`config.mk`:
```
export PLATFORM = sky130hd
export DESIGN_NAME = ofb_bridge
export DESIGN_NICKNAME = d
export VERILOG_FILES = /design/src/ofb_pkg.sv /design/src/ofb_bridge.sv /design/src/ofb_fifo.sv
export SDC_FILE = /design/constraint.sdc
export NUM_CORES = 2
export LEC_CHECK = 0
export BUFFER_PORTS_ARGS = -buffer_cell sky130_fd_sc_hd__buf_2
export CAP_MARGIN = 20
export CORE_AREA = 4 4 489 491
export CTS_CLUSTER_DIAMETER = 150
export CTS_CLUSTER_SIZE = 30
export DETAILED_ROUTE_END_ITERATION = 6
export DIE_AREA = 0 0 493 495
export GPL_TIMING_DRIVEN = 0
export PLACE_DENSITY = 0.46
export SYNTH_ARGS = -nofsm -noshare
export SYNTH_HDL_FRONTEND = slang
export SYNTH_SLANG_ARGS = --single-unit
```
`constraint.sdc`:
```
create_clock -name sys_clk_i -period 12.6 [get_ports sys_clk_i]
set_input_delay 0.63 -clock sys_clk_i [delete_from_list [all_inputs] [get_ports sys_clk_i]]
set_output_delay 0.63 -clock sys_clk_i [all_outputs]
set_load 0.05 [all_outputs]
```
`src/ofb_pkg.sv`:
```
`default_nettype none
package ofb_pkg;
    localparam int OFB_DEPTH = 32;
    localparam int OFB_WORD_W = 32;
    localparam int OFB_BITS_PER_SYM = 8;
    localparam int OFB_SYMS_PER_BEAT = 4;
    localparam int OFB_CHAN_W = 8;
    localparam int OFB_ERR_W = 8;
    localparam int OFB_EMPTY_W = 5;
    localparam logic OFB_ADDR_DATA = 1'b0;
    localparam logic OFB_ADDR_SIDEBAND = 1'b1;
    localparam int OFB_START_BIT = 0;
    localparam int OFB_END_BIT = 1;
    localparam int OFB_EMPTY_LSB = 2;
    localparam int OFB_CHAN_LSB = 8;
    localparam int OFB_ERR_LSB = 16;
    localparam int OFB_DC_MARGIN = 3;
    localparam logic [31:0] OFB_SIDEBAND_RESET = 32'h0000_0000;
    localparam logic [1:0] OFB_MODE_MM_MM = 2'b00;
    localparam logic [1:0] OFB_MODE_ST_ST = 2'b01;
    localparam logic [1:0] OFB_MODE_MM_ST = 2'b10;
    localparam logic [1:0] OFB_MODE_ST_MM = 2'b11;
endpackage
`default_nettype wire

```
`src/ofb_bridge.sv`:
```
`default_nettype none
//////////////////////////////////////////////////////////////////////////////
module ofb_bridge #(
    parameter logic [1:0] MODE = ofb_pkg::OFB_MODE_MM_ST,
    parameter bit BACKPRESSURE = 1'b1,
    parameter bit PACKET_EN = 1'b1,
    parameter bit DUAL_CLOCK = 1'b0,
    parameter int DEPTH = ofb_pkg::OFB_DEPTH,
    parameter int DATA_W = ofb_pkg::OFB_WORD_W,
    parameter int BITS_PER_SYM = ofb_pkg::OFB_BITS_PER_SYM,
    parameter int SYMS_PER_BEAT = ofb_pkg::OFB_SYMS_PER_BEAT,
    parameter int CHAN_W = ofb_pkg::OFB_CHAN_W,
    parameter int ERR_W = ofb_pkg::OFB_ERR_W
) (
    input wire logic sys_clk_i,
    input wire logic rstn_i,
    input wire logic wr_write_i,
    input wire logic wr_address_i,
    input wire logic [DATA_W-1:0] wr_writedata_i,
    output logic wr_waitrequest_o,
    input wire logic rd_read_i,
    input wire logic rd_address_i,
    output logic [DATA_W-1:0] rd_readdata_o,
    output logic rd_waitrequest_o,
    input wire logic snk_valid_i,
    output logic snk_ready_o,
    input wire logic [DATA_W-1:0] snk_data_i,
    input wire logic snk_packet_start_flag_i,
    input wire logic snk_packet_end_flag_i,
    input wire logic [ofb_pkg::OFB_EMPTY_W-1:0] snk_empty_i,
    input wire logic [CHAN_W-1:0] snk_channel_i,
    input wire logic [ERR_W-1:0] snk_error_i,
    input wire logic src_ready_i,
    output logic src_valid_o,
    output logic [DATA_W-1:0] src_data_o,
    output logic src_packet_start_flag_o,
    output logic src_packet_end_flag_o,
    output logic [ofb_pkg::OFB_EMPTY_W-1:0] src_empty_o,
    output logic [CHAN_W-1:0] src_channel_o,
    output logic [ERR_W-1:0] src_error_o,
    output logic [$clog2(DEPTH+1)-1:0] wr_status_level_o,
    output logic wr_status_full_o,
    output logic [$clog2(DEPTH+1)-1:0] rd_status_level_o,
    output logic rd_status_empty_o
);
    //////////////////////////////////////////////////////////////////////////
    localparam int EW = ofb_pkg::OFB_EMPTY_W;
    localparam int SBW = 2 + EW + CHAN_W + ERR_W;
    localparam int FW = DATA_W + SBW;
    localparam int CW = $clog2(DEPTH+1);
    localparam int USABLE = DUAL_CLOCK ?
        DEPTH - ofb_pkg::OFB_DC_MARGIN : DEPTH;
    localparam bit IN_MM = (MODE == ofb_pkg::OFB_MODE_MM_MM) ||
        (MODE == ofb_pkg::OFB_MODE_MM_ST);
    localparam bit OUT_MM = (MODE == ofb_pkg::OFB_MODE_MM_MM) ||
        (MODE == ofb_pkg::OFB_MODE_ST_MM);
    localparam bit MIXED = (IN_MM != OUT_MM);
    localparam bit SB_EN = PACKET_EN && MIXED;

    typedef enum logic [1:0]
    {
        OFB_SRC_IDLE = 2'b00,
        OFB_SRC_SHOW = 2'b01
    } ofb_src_state_e;

    logic [SBW-1:0] wr_sideband;
    logic [SBW-1:0] rd_sideband;
    logic [SBW-1:0] snk_sideband;
    logic [FW-1:0] fifo_in;
    logic [FW-1:0] fifo_out;
    logic fifo_in_valid;
    logic fifo_in_ready;
    logic fifo_out_valid;
    logic fifo_out_ready;
    logic [CW-1:0] level;
    logic mm_push;
    logic mm_pop;
    logic src_fire;
    logic wr_sb_load;
    ofb_src_state_e src_state;
    ofb_src_state_e next_src_state;

    //////////////////////////////////////////////////////////////////////////
    // Packs the word-1 fields into the MM layout.
    function automatic logic [31:0] ofb_pack_sb(input logic [SBW-1:0] sb);
        logic [31:0] w;
        w = ofb_pkg::OFB_SIDEBAND_RESET;
        w[ofb_pkg::OFB_START_BIT] = sb[0];
        w[ofb_pkg::OFB_END_BIT] = sb[1];
        w[ofb_pkg::OFB_EMPTY_LSB +: EW] = sb[2 +: EW];
        w[ofb_pkg::OFB_CHAN_LSB +: CHAN_W] = sb[2+EW +: CHAN_W];
        w[ofb_pkg::OFB_ERR_LSB +: ERR_W] = sb[2+EW+CHAN_W +: ERR_W];
        ofb_pack_sb = w;
    endfunction

    // Extracts the word-1 fields from the MM layout.
    function automatic logic [SBW-1:0] ofb_unpack_sb(input logic [31:0] w);
        ofb_unpack_sb = {w[ofb_pkg::OFB_ERR_LSB +: ERR_W],
            w[ofb_pkg::OFB_CHAN_LSB +: CHAN_W],
            w[ofb_pkg::OFB_EMPTY_LSB +: EW],
            w[ofb_pkg::OFB_END_BIT], w[ofb_pkg::OFB_START_BIT]};
    endfunction

    // Reverses symbol order between MM word and stream beat.
    function automatic logic [DATA_W-1:0] ofb_swap(input logic [DATA_W-1:0] d);
        logic [DATA_W-1:0] r;
        r = d;
        for (int i = 0; i < SYMS_PER_BEAT; i++)
        begin
            r[i*BITS_PER_SYM +: BITS_PER_SYM] =
                d[(SYMS_PER_BEAT-1-i)*BITS_PER_SYM +: BITS_PER_SYM];
        end
        ofb_swap = r;
    endfunction

    // Tells whether an access reaches the data word rather than the sideband.
    function automatic logic ofb_is_data(input logic addr);
        ofb_is_data = !SB_EN || (addr == ofb_pkg::OFB_ADDR_DATA);
    endfunction

    //////////////////////////////////////////////////////////////////////////
    // Write side.
    assign snk_sideband = {snk_error_i, snk_channel_i, snk_empty_i,
        snk_packet_end_flag_i, snk_packet_start_flag_i};
    assign mm_push = wr_write_i && ofb_is_data(wr_address_i);
    assign wr_sb_load = SB_EN && IN_MM && wr_write_i &&
        !ofb_is_data(wr_address_i);

    // Stream beats are stored in stream order; in mixed modes the MM side, write or read, swaps once.
    always_comb
    begin
        if (IN_MM)
        begin
            fifo_in_valid = mm_push;
            fifo_in = {(SB_EN ? wr_sideband : SBW'(0)),
                (MIXED ? ofb_swap(wr_writedata_i) :
                wr_writedata_i)};
        end
        else
        begin
            fifo_in_valid = snk_valid_i;
            fifo_in = {(PACKET_EN ? snk_sideband : SBW'(0)),
                snk_data_i};
        end
    end

    assign wr_waitrequest_o = IN_MM && BACKPRESSURE && mm_push &&
        !fifo_in_ready;
    assign snk_ready_o = IN_MM ? 1'b0 :
        (BACKPRESSURE ? fifo_in_ready : 1'b1);

    always_ff @(posedge sys_clk_i)
    begin
        if (!rstn_i)
        begin
            wr_sideband <= '0;
        end
        else if (wr_sb_load)
        begin
            wr_sideband <= ofb_unpack_sb(32'(wr_writedata_i));
        end
    end

    //////////////////////////////////////////////////////////////////////////
    ofb_fifo #(
        .WIDTH(FW),
        .DEPTH(DEPTH),
        .USABLE(USABLE)
    ) u_fifo (
        .sys_clk_i(sys_clk_i),
        .rstn_i(rstn_i),
        .in_valid_i(fifo_in_valid),
        .in_ready_o(fifo_in_ready),
        .in_data_i(fifo_in),
        .out_valid_o(fifo_out_valid),
        .out_ready_i(fifo_out_ready),
        .out_data_o(fifo_out),
        .level_o(level)
    );

    //////////////////////////////////////////////////////////////////////////
    // Memory-mapped read side.
    assign mm_pop = OUT_MM && rd_read_i && fifo_out_valid &&
        ofb_is_data(rd_address_i);
    assign rd_waitrequest_o = OUT_MM && BACKPRESSURE && rd_read_i &&
        !fifo_out_valid && ofb_is_data(rd_address_i);

    always_ff @(posedge sys_clk_i)
    begin
        if (!rstn_i)
        begin
            rd_readdata_o <= '0;
        end
        else if (OUT_MM && rd_read_i)
        begin
            if (SB_EN && rd_address_i == ofb_pkg::OFB_ADDR_SIDEBAND)
            begin
                rd_readdata_o <= DATA_W'(ofb_pack_sb(rd_sideband));
            end
            else if (fifo_out_valid)
            begin
                rd_readdata_o <= MIXED ? ofb_swap(fifo_out[DATA_W-1:0]) :
                    fifo_out[DATA_W-1:0];
            end
        end
    end

    always_ff @(posedge sys_clk_i)
    begin
        if (!rstn_i)
        begin
            rd_sideband <= '0;
        end
        else if (mm_pop && SB_EN)
        begin
            rd_sideband <= fifo_out[FW-1:DATA_W];
        end
    end

    //////////////////////////////////////////////////////////////////////////
    // Streaming source: ready seen in one cycle, data shown the next.
    assign src_fire = !OUT_MM && fifo_out_valid &&
        (src_ready_i || !BACKPRESSURE);
    assign fifo_out_ready = OUT_MM ? mm_pop : src_fire;

    always_comb
    begin
        next_src_state = src_state;
        case (src_state)
            OFB_SRC_IDLE:
            begin
                if (src_fire)
                begin
                    next_src_state = OFB_SRC_SHOW;
                end
            end
            OFB_SRC_SHOW:
            begin
                if (!src_fire)
                begin
                    next_src_state = OFB_SRC_IDLE;
                end
            end
            default:
            begin
                next_src_state = OFB_SRC_IDLE;
            end
        endcase
    end

    always_ff @(posedge sys_clk_i)
    begin
        if (!rstn_i)
        begin
            src_state <= OFB_SRC_IDLE;
        end
        else
        begin
            src_state <= next_src_state;
        end
    end

    assign src_valid_o = (src_state == OFB_SRC_SHOW);

    always_ff @(posedge sys_clk_i)
    begin
        if (!rstn_i)
        begin
            src_data_o <= '0;
        end
        else if (src_fire)
        begin
            src_data_o <= fifo_out[DATA_W-1:0];
        end
    end

    always_ff @(posedge sys_clk_i)
    begin
        if (!rstn_i)
        begin
            {src_error_o, src_channel_o, src_empty_o,
             src_packet_end_flag_o, src_packet_start_flag_o} <= '0;
        end
        else if (src_fire)
        begin
            {src_error_o, src_channel_o, src_empty_o,
             src_packet_end_flag_o, src_packet_start_flag_o} <=
                fifo_out[FW-1:DATA_W];
        end
    end

    //////////////////////////////////////////////////////////////////////////
    // Status ports share the single clock domain.
    assign wr_status_level_o = level;
    assign wr_status_full_o = !fifo_in_ready;
    assign rd_status_level_o = level;
    assign rd_status_empty_o = !fifo_out_valid;
endmodule
`default_nettype wire

```
`src/ofb_fifo.sv`:
```
`default_nettype none
module ofb_fifo #(
    parameter int WIDTH = 56,
    parameter int DEPTH = 32,
    parameter int USABLE = 32
) (
    input wire logic sys_clk_i,
    input wire logic rstn_i,
    input wire logic in_valid_i,
    output logic in_ready_o,
    input wire logic [WIDTH-1:0] in_data_i,
    output logic out_valid_o,
    input wire logic out_ready_i,
    output logic [WIDTH-1:0] out_data_o,
    output logic [$clog2(DEPTH+1)-1:0] level_o
);
    localparam int AW = $clog2(DEPTH);
    localparam int CW = $clog2(DEPTH+1);
    localparam logic [CW-1:0] LIMIT = CW'(USABLE);
    logic [WIDTH-1:0] mem [DEPTH];
    logic [AW-1:0] wr_ptr;
    logic [AW-1:0] rd_ptr;
    logic [CW-1:0] count;
    logic push;
    logic pop;

    function automatic logic [AW-1:0] ofb_next_ptr(input logic [AW-1:0] p);
        ofb_next_ptr = (p == AW'(DEPTH - 1)) ? '0 : p + 1'b1;
    endfunction

    assign in_ready_o = (count < LIMIT);
    assign out_valid_o = (count != '0);
    assign push = in_valid_i && in_ready_o;
    assign pop = out_valid_o && out_ready_i;
    assign out_data_o = mem[rd_ptr];
    assign level_o = count;

    always_ff @(posedge sys_clk_i)
    begin
        if (push)
        begin
            mem[wr_ptr] <= in_data_i;
        end
    end

    always_ff @(posedge sys_clk_i)
    begin
        if (!rstn_i)
        begin
            wr_ptr <= '0;
            rd_ptr <= '0;
            count <= '0;
        end
        else
        begin
            if (push)
            begin
                wr_ptr <= ofb_next_ptr(wr_ptr);
            end
            if (pop)
            begin
                rd_ptr <= ofb_next_ptr(rd_ptr);
            end
            if (push && !pop)
            begin
                count <= count + 1'b1;
            end
            else if (pop && !push)
            begin
                count <= count - 1'b1;
            end
        end
    end
endmodule
`default_nettype wire

```
## Yosys cells after proc, flatten, opt, wreduce, memory -nomap -nowiden

Memories as Yosys holds them, arrays and structs flattened. A register that Yosys moved wholly into a read port is not among the register bits.
Index checks and enable logic that the tools add are counted.

| storage, ports and cells | value |
|---|---|
| bits in read-only memories | 0 |
| memories | 1 |
| word-level logic and storage cells | 43 |
| flip-flop bits (word level) | 41 |
| RAM bits | 1760 |
| output and inout port bits | 105 |
| bits in latches | 0 |

Memory list:

| memory | words | bits a word | read ports | clocked after memory_dff | write ports | line | text |
|---|---|---|---|---|---|---|---|
| u_fifo.mem | 32 | 55 | 1 | 1 | 1 | ofb_fifo.sv:20 | `logic [WIDTH-1:0] mem [DEPTH];` |

| cells by class | value |
|---|---|
| $mul | 0 |
| reductions and logical operators | 17 |
| add/subtract/negate cells | 4 |
| equality and inequality tests | 5 |
| shifts and indexed selects | 0 |
| bitwise logic cells | 1 |
| magnitude comparators | 1 |
| div/mod/pow operators | 0 |
| multiplexer cells | 9 |

Operators by type and width:

| kind | number |
|---|---|
| two-way mux 6 bit | 2 |
| adder 5 x 1 -> 5 bit (second input constant) | 2 |
| == test 5 bit (second input constant) | 2 |
| two-way mux 5 bit | 2 |
| logical AND 1 bit | 8 |
| adder 6 x 1 -> 6 bit (second input constant) | 1 |
| < comparator 6 bit (second input constant) | 1 |
| nonzero test 6 bit | 1 |
| subtractor 6 x 1 -> 6 bit (second input constant) | 1 |
| zero test 1 bit | 5 |
| two-way mux 2 bit | 2 |
| one-hot mux 2 bit (2 select lines) | 1 |
| == test 2 x 1 -> 1 bit (second input constant) | 1 |
| zero test 2 bit | 1 |
| two-way mux 1 bit | 2 |
| inequality test 2 x 1 -> 1 bit (second input constant) | 1 |
| inequality test 2 bit (second input constant) | 1 |
| AND reduction 2 bit | 1 |
| nonzero test 2 bit | 1 |
| NOT 1 bit | 1 |

## Logic depth before layout (Yosys ltp)

| logic depth | value |
|---|---|
| depth in word-level cells | 7 |
| mapped depth | 11 |

## Cells and area by module

Synthesis repeated with hierarchy kept, for this count alone.

| unflattened totals | value |
|---|---|
| cells, all modules | 3805 |
| area, all modules | 71736.3 um^2 |

Modules (own cells, without submodules):

| module | area an instance (um^2) | times used | cells an instance |
|---|---|---|---|
| ofb_fifo | 68393.1 | 1 | 3401 |
| ofb_bridge | 3343.2 | 1 | 404 |

## Worst setup path before layout

Ideal clock, no wire load.

| timing path | value |
|---|---|
| path type | flip-flop to flip-flop |
| from | reg u_fifo.count[5] (netlist: u_fifo.level_o[5]) |
| to | mem u_fifo.mem[15][0] in the netlist's numbering, enable pin |
| data required time | 12.053 ns |
| data arrival time | 5.500 ns |
| buffers on the path | 1 |
| path slack | 6.553 ns |
| period minus slack after synthesis | 6.047 ns |
| cell stages (with the launch flop) | 6 |
| library setup time | 0.547 ns |
| path through | dfxtp_1 > or3b_1 > clkbuf_1 > clkinv_1 > nand3_1 > nor3b_1 |

| between the ends | value |
|---|---|
| cells in the longest elaborated chain, start to end | 4 |

RTL lines:

| what | line | text |
|---|---|---|
| start, declared | ofb_fifo.sv:23 | `logic [CW-1:0] count;` |
| start signal, assigned | ofb_fifo.sv:66 | `count <= count + 1'b1;` |
| start signal, assigned | ofb_fifo.sv:70 | `count <= count - 1'b1;` |
| < comparator 6 bit | ofb_fifo.sv:31 | `assign in_ready_o = (count < LIMIT);` |
| logical AND 1 bit | ofb_fifo.sv:33 | `assign push = in_valid_i && in_ready_o;` |
| named net u_fifo.push | ofb_fifo.sv:24 | `logic push;` |
| two-way mux 1 bit | ofb_fifo.sv:40 | `if (push)` |
| two-way mux 1 bit (not written as such) | ofb_fifo.sv:42 | `mem[wr_ptr] <= in_data_i;` |
| end, declared | ofb_fifo.sv:20 |  |

The timed path passes the listed nets, and every way through them passes these cells.

## Worst setup path after layout

| timing path | value |
|---|---|
| from | reg u_fifo.count[5] (netlist: u_fifo.level_o[5]) |
| to | mem u_fifo.mem[12][49] in the netlist's numbering, enable pin |

Same word-level chain as after synthesis.

==> summary.md <==
| Metric | Value |
|---|---|
| Final Power | about 12000 uW |
| Most frequent cells in the layout | edfxtp_1 (1760), mux4_2 (332), mux2i_1 (221), buf_2 (190), clkbuf_1 (120) |
| Top cells by area, synth | edfxtp_1 (75%), mux4_2 (11%), mux2i_1 (3.2%) |
| Area leader, netlist | edfxtp_1 |
| Kind of critical path | flip-flop to flip-flop |
| Detail Route Antenna Nets | 0 |
| Post-synthesis cell area | roughly 0.07 mm^2 |
| Crit path launch type | flip-flop |
| Gr ovfl total | 0 |
| Status | complete, no violations |
| Via count | approximately 33000 |
| Skew final | 0.03599 ns |
| Cells after Synth | about 3300 |
| Critical Path RT | around 13 ns |
| Root buf cell | clkbuf_16 |
| Clk_lat worst skew | between 0.7 and 0.8 ns |
| Synth warn | 0 |
| # port buffers | around 110 |
| Post-synthesis average cell area | 21.26 um^2 |
| Max transition margin | roughly a quarter |
| Max rail drop VDD | between 0.00009 and 0.0001 V |
| CTS tree | yes |
| Site Rows | 178 |
| Final min period | ~3.5 ns |
| Reg clk slew, reported paths | 0.11 ns |
| CTS-repair resized insts | 0 |
| Sequential cell area fraction in the yosys report | between 70% and 80% |
| Max Fclk | roughly 280 MHz |
| Nets@finish | 3740 |
| Crit path DAT | a little under 4 ns |
| Num CTS Buffers | 71 |
| Final-report setup violation count | 0 |
| Final Hold Fails | 0 |
| Total clock sinks | about 1900 |
| DRC violations left | 0 |
| Vias in the first global route | 33735 |
| # H-tree levels | 3 |
| Hold Buf Count CTS | 0 |
| Die width | approximately 490 um |
| Largest net degree at the start of global routing | 34 |
| Setup crit end kind | flip-flop |
| Pwr dens | between 150 and 200 mW/mm^2 |
| GRT Overall Usage | approximately 15% |
| Fill count | between 20000 and 25000 |
| Distinct cell type count after synthesis | 52 |
| Number of setup buffers added after CTS | 0 |
| Pre-antenna DRT Iters | 5 |
| Max clock buf depth | 3 |
| Initial antenna violation count | 10 |
| Commonest non-fill, non-tap cell in the layout | edfxtp_1 |
| Synth Register Bits | roughly 1900 |
| Post-DR wirelength/cell | 26.71 um |
| GPL Wtd Cong | around 0.72 |
| Max Cap Violations | 0 |
| Yosys top cell area share | 75.43% |
| DRT Wirelength | about 180000 um |
| Initial DRC Count | between 3000 and 4000 |
| Part of the cycle the worst path needs | approximately 28% |
| I/O pin count | 200 |
| Min-Delay Path Class | primary input to flip-flop |
| Area grow syn2layout | 13.12% |
| Die area | roughly 0.24 mm^2 |
| Worst slew pin tran | 1.103 ns |
| Layout cell share with drive strength beyond 1 | 23.76% |
| Max Fanout on Critical Path | 10 |
| Setup TNS | 0 ns |
| RSZ-0062 raised after global routing | false |
| Vias/cell | 4.858 |
| Core area | 0.2347 mm^2 |
| First-pass GRT wire length | ~260000 um |
| Die Ht | between 400 and 500 um |
| Initial cell density of the core | 29.85% |
| Lkg Pwr | 0.02362 uW |
| Post-DP HPWL | roughly 130000 um |
| Reg2Reg Setup Slack | just over 9 ns |
| Slew Limit Fails | 0 |
## layout make-up
type                            count  area [um^2]  area share, %
Clock buffer                      124         2018          2.546
Inverter                            5        18.77        0.02368
Antenna cell                       13        32.53        0.04104
Timing Repair Buffer              230         2786          3.515
Sequential cell                  1855        54750          69.08
Multi-Input combinational cell   1238        14510          18.30
Buffer                            231         1159          1.462
Tap cell                         3150         3941          4.972
Clock inverter                      4        47.55        0.05999
## metrics by stage
step | cells | hold WS [ns] | utilization (%) | cell area (um^2) | setup slack, ns
after floorplan | 3329 | 0.4943 | - | 70190 | 6.553
after global placement | 6586 | 0.4766 | 31.81 | 74670 | 1.009
after detailed placement | 6690 | 0.4821 | 32.65 | 76640 | 8.805
after CTS | 6818 | 0.1748 | 33.53 | 78710 | 8.950
after global routing | 6841 | 0.2179 | 33.76 | 79240 | 8.873
final | 6850 | 0.2425 | 33.77 | 79260 | 9.080
## metal layers
metal  vias up  share of wire, %  global-route usage (%)
met3       115               3.9                   1.529
met5         -                 0                       0
li1      14365                 -                       -
met2       719                49                   24.55
met1     18078                46                   20.86
met4         0               1.8                   3.336
## power breakdown
group          total, uW  switching (uW)  internal (uW)
sequential          6930            94.5           6830
clock               2980            1850           1120
combinational       2510            1520            990
total              12400            3470           8940
## path summary, 6_finish.rpt
| path | startpoint | endpoint | cells after the start |
|---|---|---|---|
| hold reg to reg | src_data_o[5] | src_data_o[5] | 2 |
| hold / removal | rstn_i | u_fifo.level_o[5] | 3 |
| setup / recovery | u_fifo.level_o[5] | u_fifo.mem[12][49] | 9 |
| setup reg to reg | u_fifo.level_o[5] | u_fifo.mem[12][49] | 9 |
## cells in the mapped netlist (all sizes together)
cell type     n
a32oi        54
o211ai        1
or3b          3
and3b         1
and2          5
o311ai       55
a21o          2
nor2         41
ha           12
mux4        332
and3          2
conb          1
a21oi        33
clkinv        1
or2           2
xor2          1
mux2         56
inv           4
nand2       117
a31oi         3
or4b          1
fa            1
nor3          9
nor3b         2
dfxtp        95
nand2b        3
mux2i       221
xnor2         2
nor2b         3
or4           4
clkbuf       78
o31ai         2
a22oi       109
buf         153
nand3         6
edfxtp     1760
o21ai         4
nand3b        1
a22o          1
nor4          1
a211oi        1
o22ai       110
or3           2
a21boi        1
## flip-flops by register name, indices dropped and copies added, names as in the netlist
register / count
u_fifo.mem: 1760
src_data_o: 32
wr_sideband: 23
src_channel_o: 8
src_error_o: 8
u_fifo.level_o: 6
src_empty_o: 5
u_fifo.rd_ptr: 5
u_fifo.wr_ptr: 5
src_packet_end_flag_o: 1
src_packet_start_flag_o: 1
src_state: 1
## logic make-up (layout without fill, tap and decap cells)
group	count (synthesis)	in the layout	share of synthesized area [%]
buf+inv	236	594	1.671
compound gates	376	376	3.911
flops	1855	1855	78.14
xor+xnor	3	3	0.03751
fa+ha+maj	13	13	0.2428
mux	609	609	14.73
other cells	1	47	0.005352
simple gates	203	203	1.262
## worst max-delay path, cell delays in order (launching register included)
cell      delay, ns
dfxtp_1        0.42
or3b_1         0.43
clkbuf_1       0.22
clkinv_1       0.22
nand2_1        0.47
nor3_2         0.57
buf_6          0.22
buf_4          0.23
buf_6          0.20
buf_6          0.18
Power figures use the tool's default switching activity.
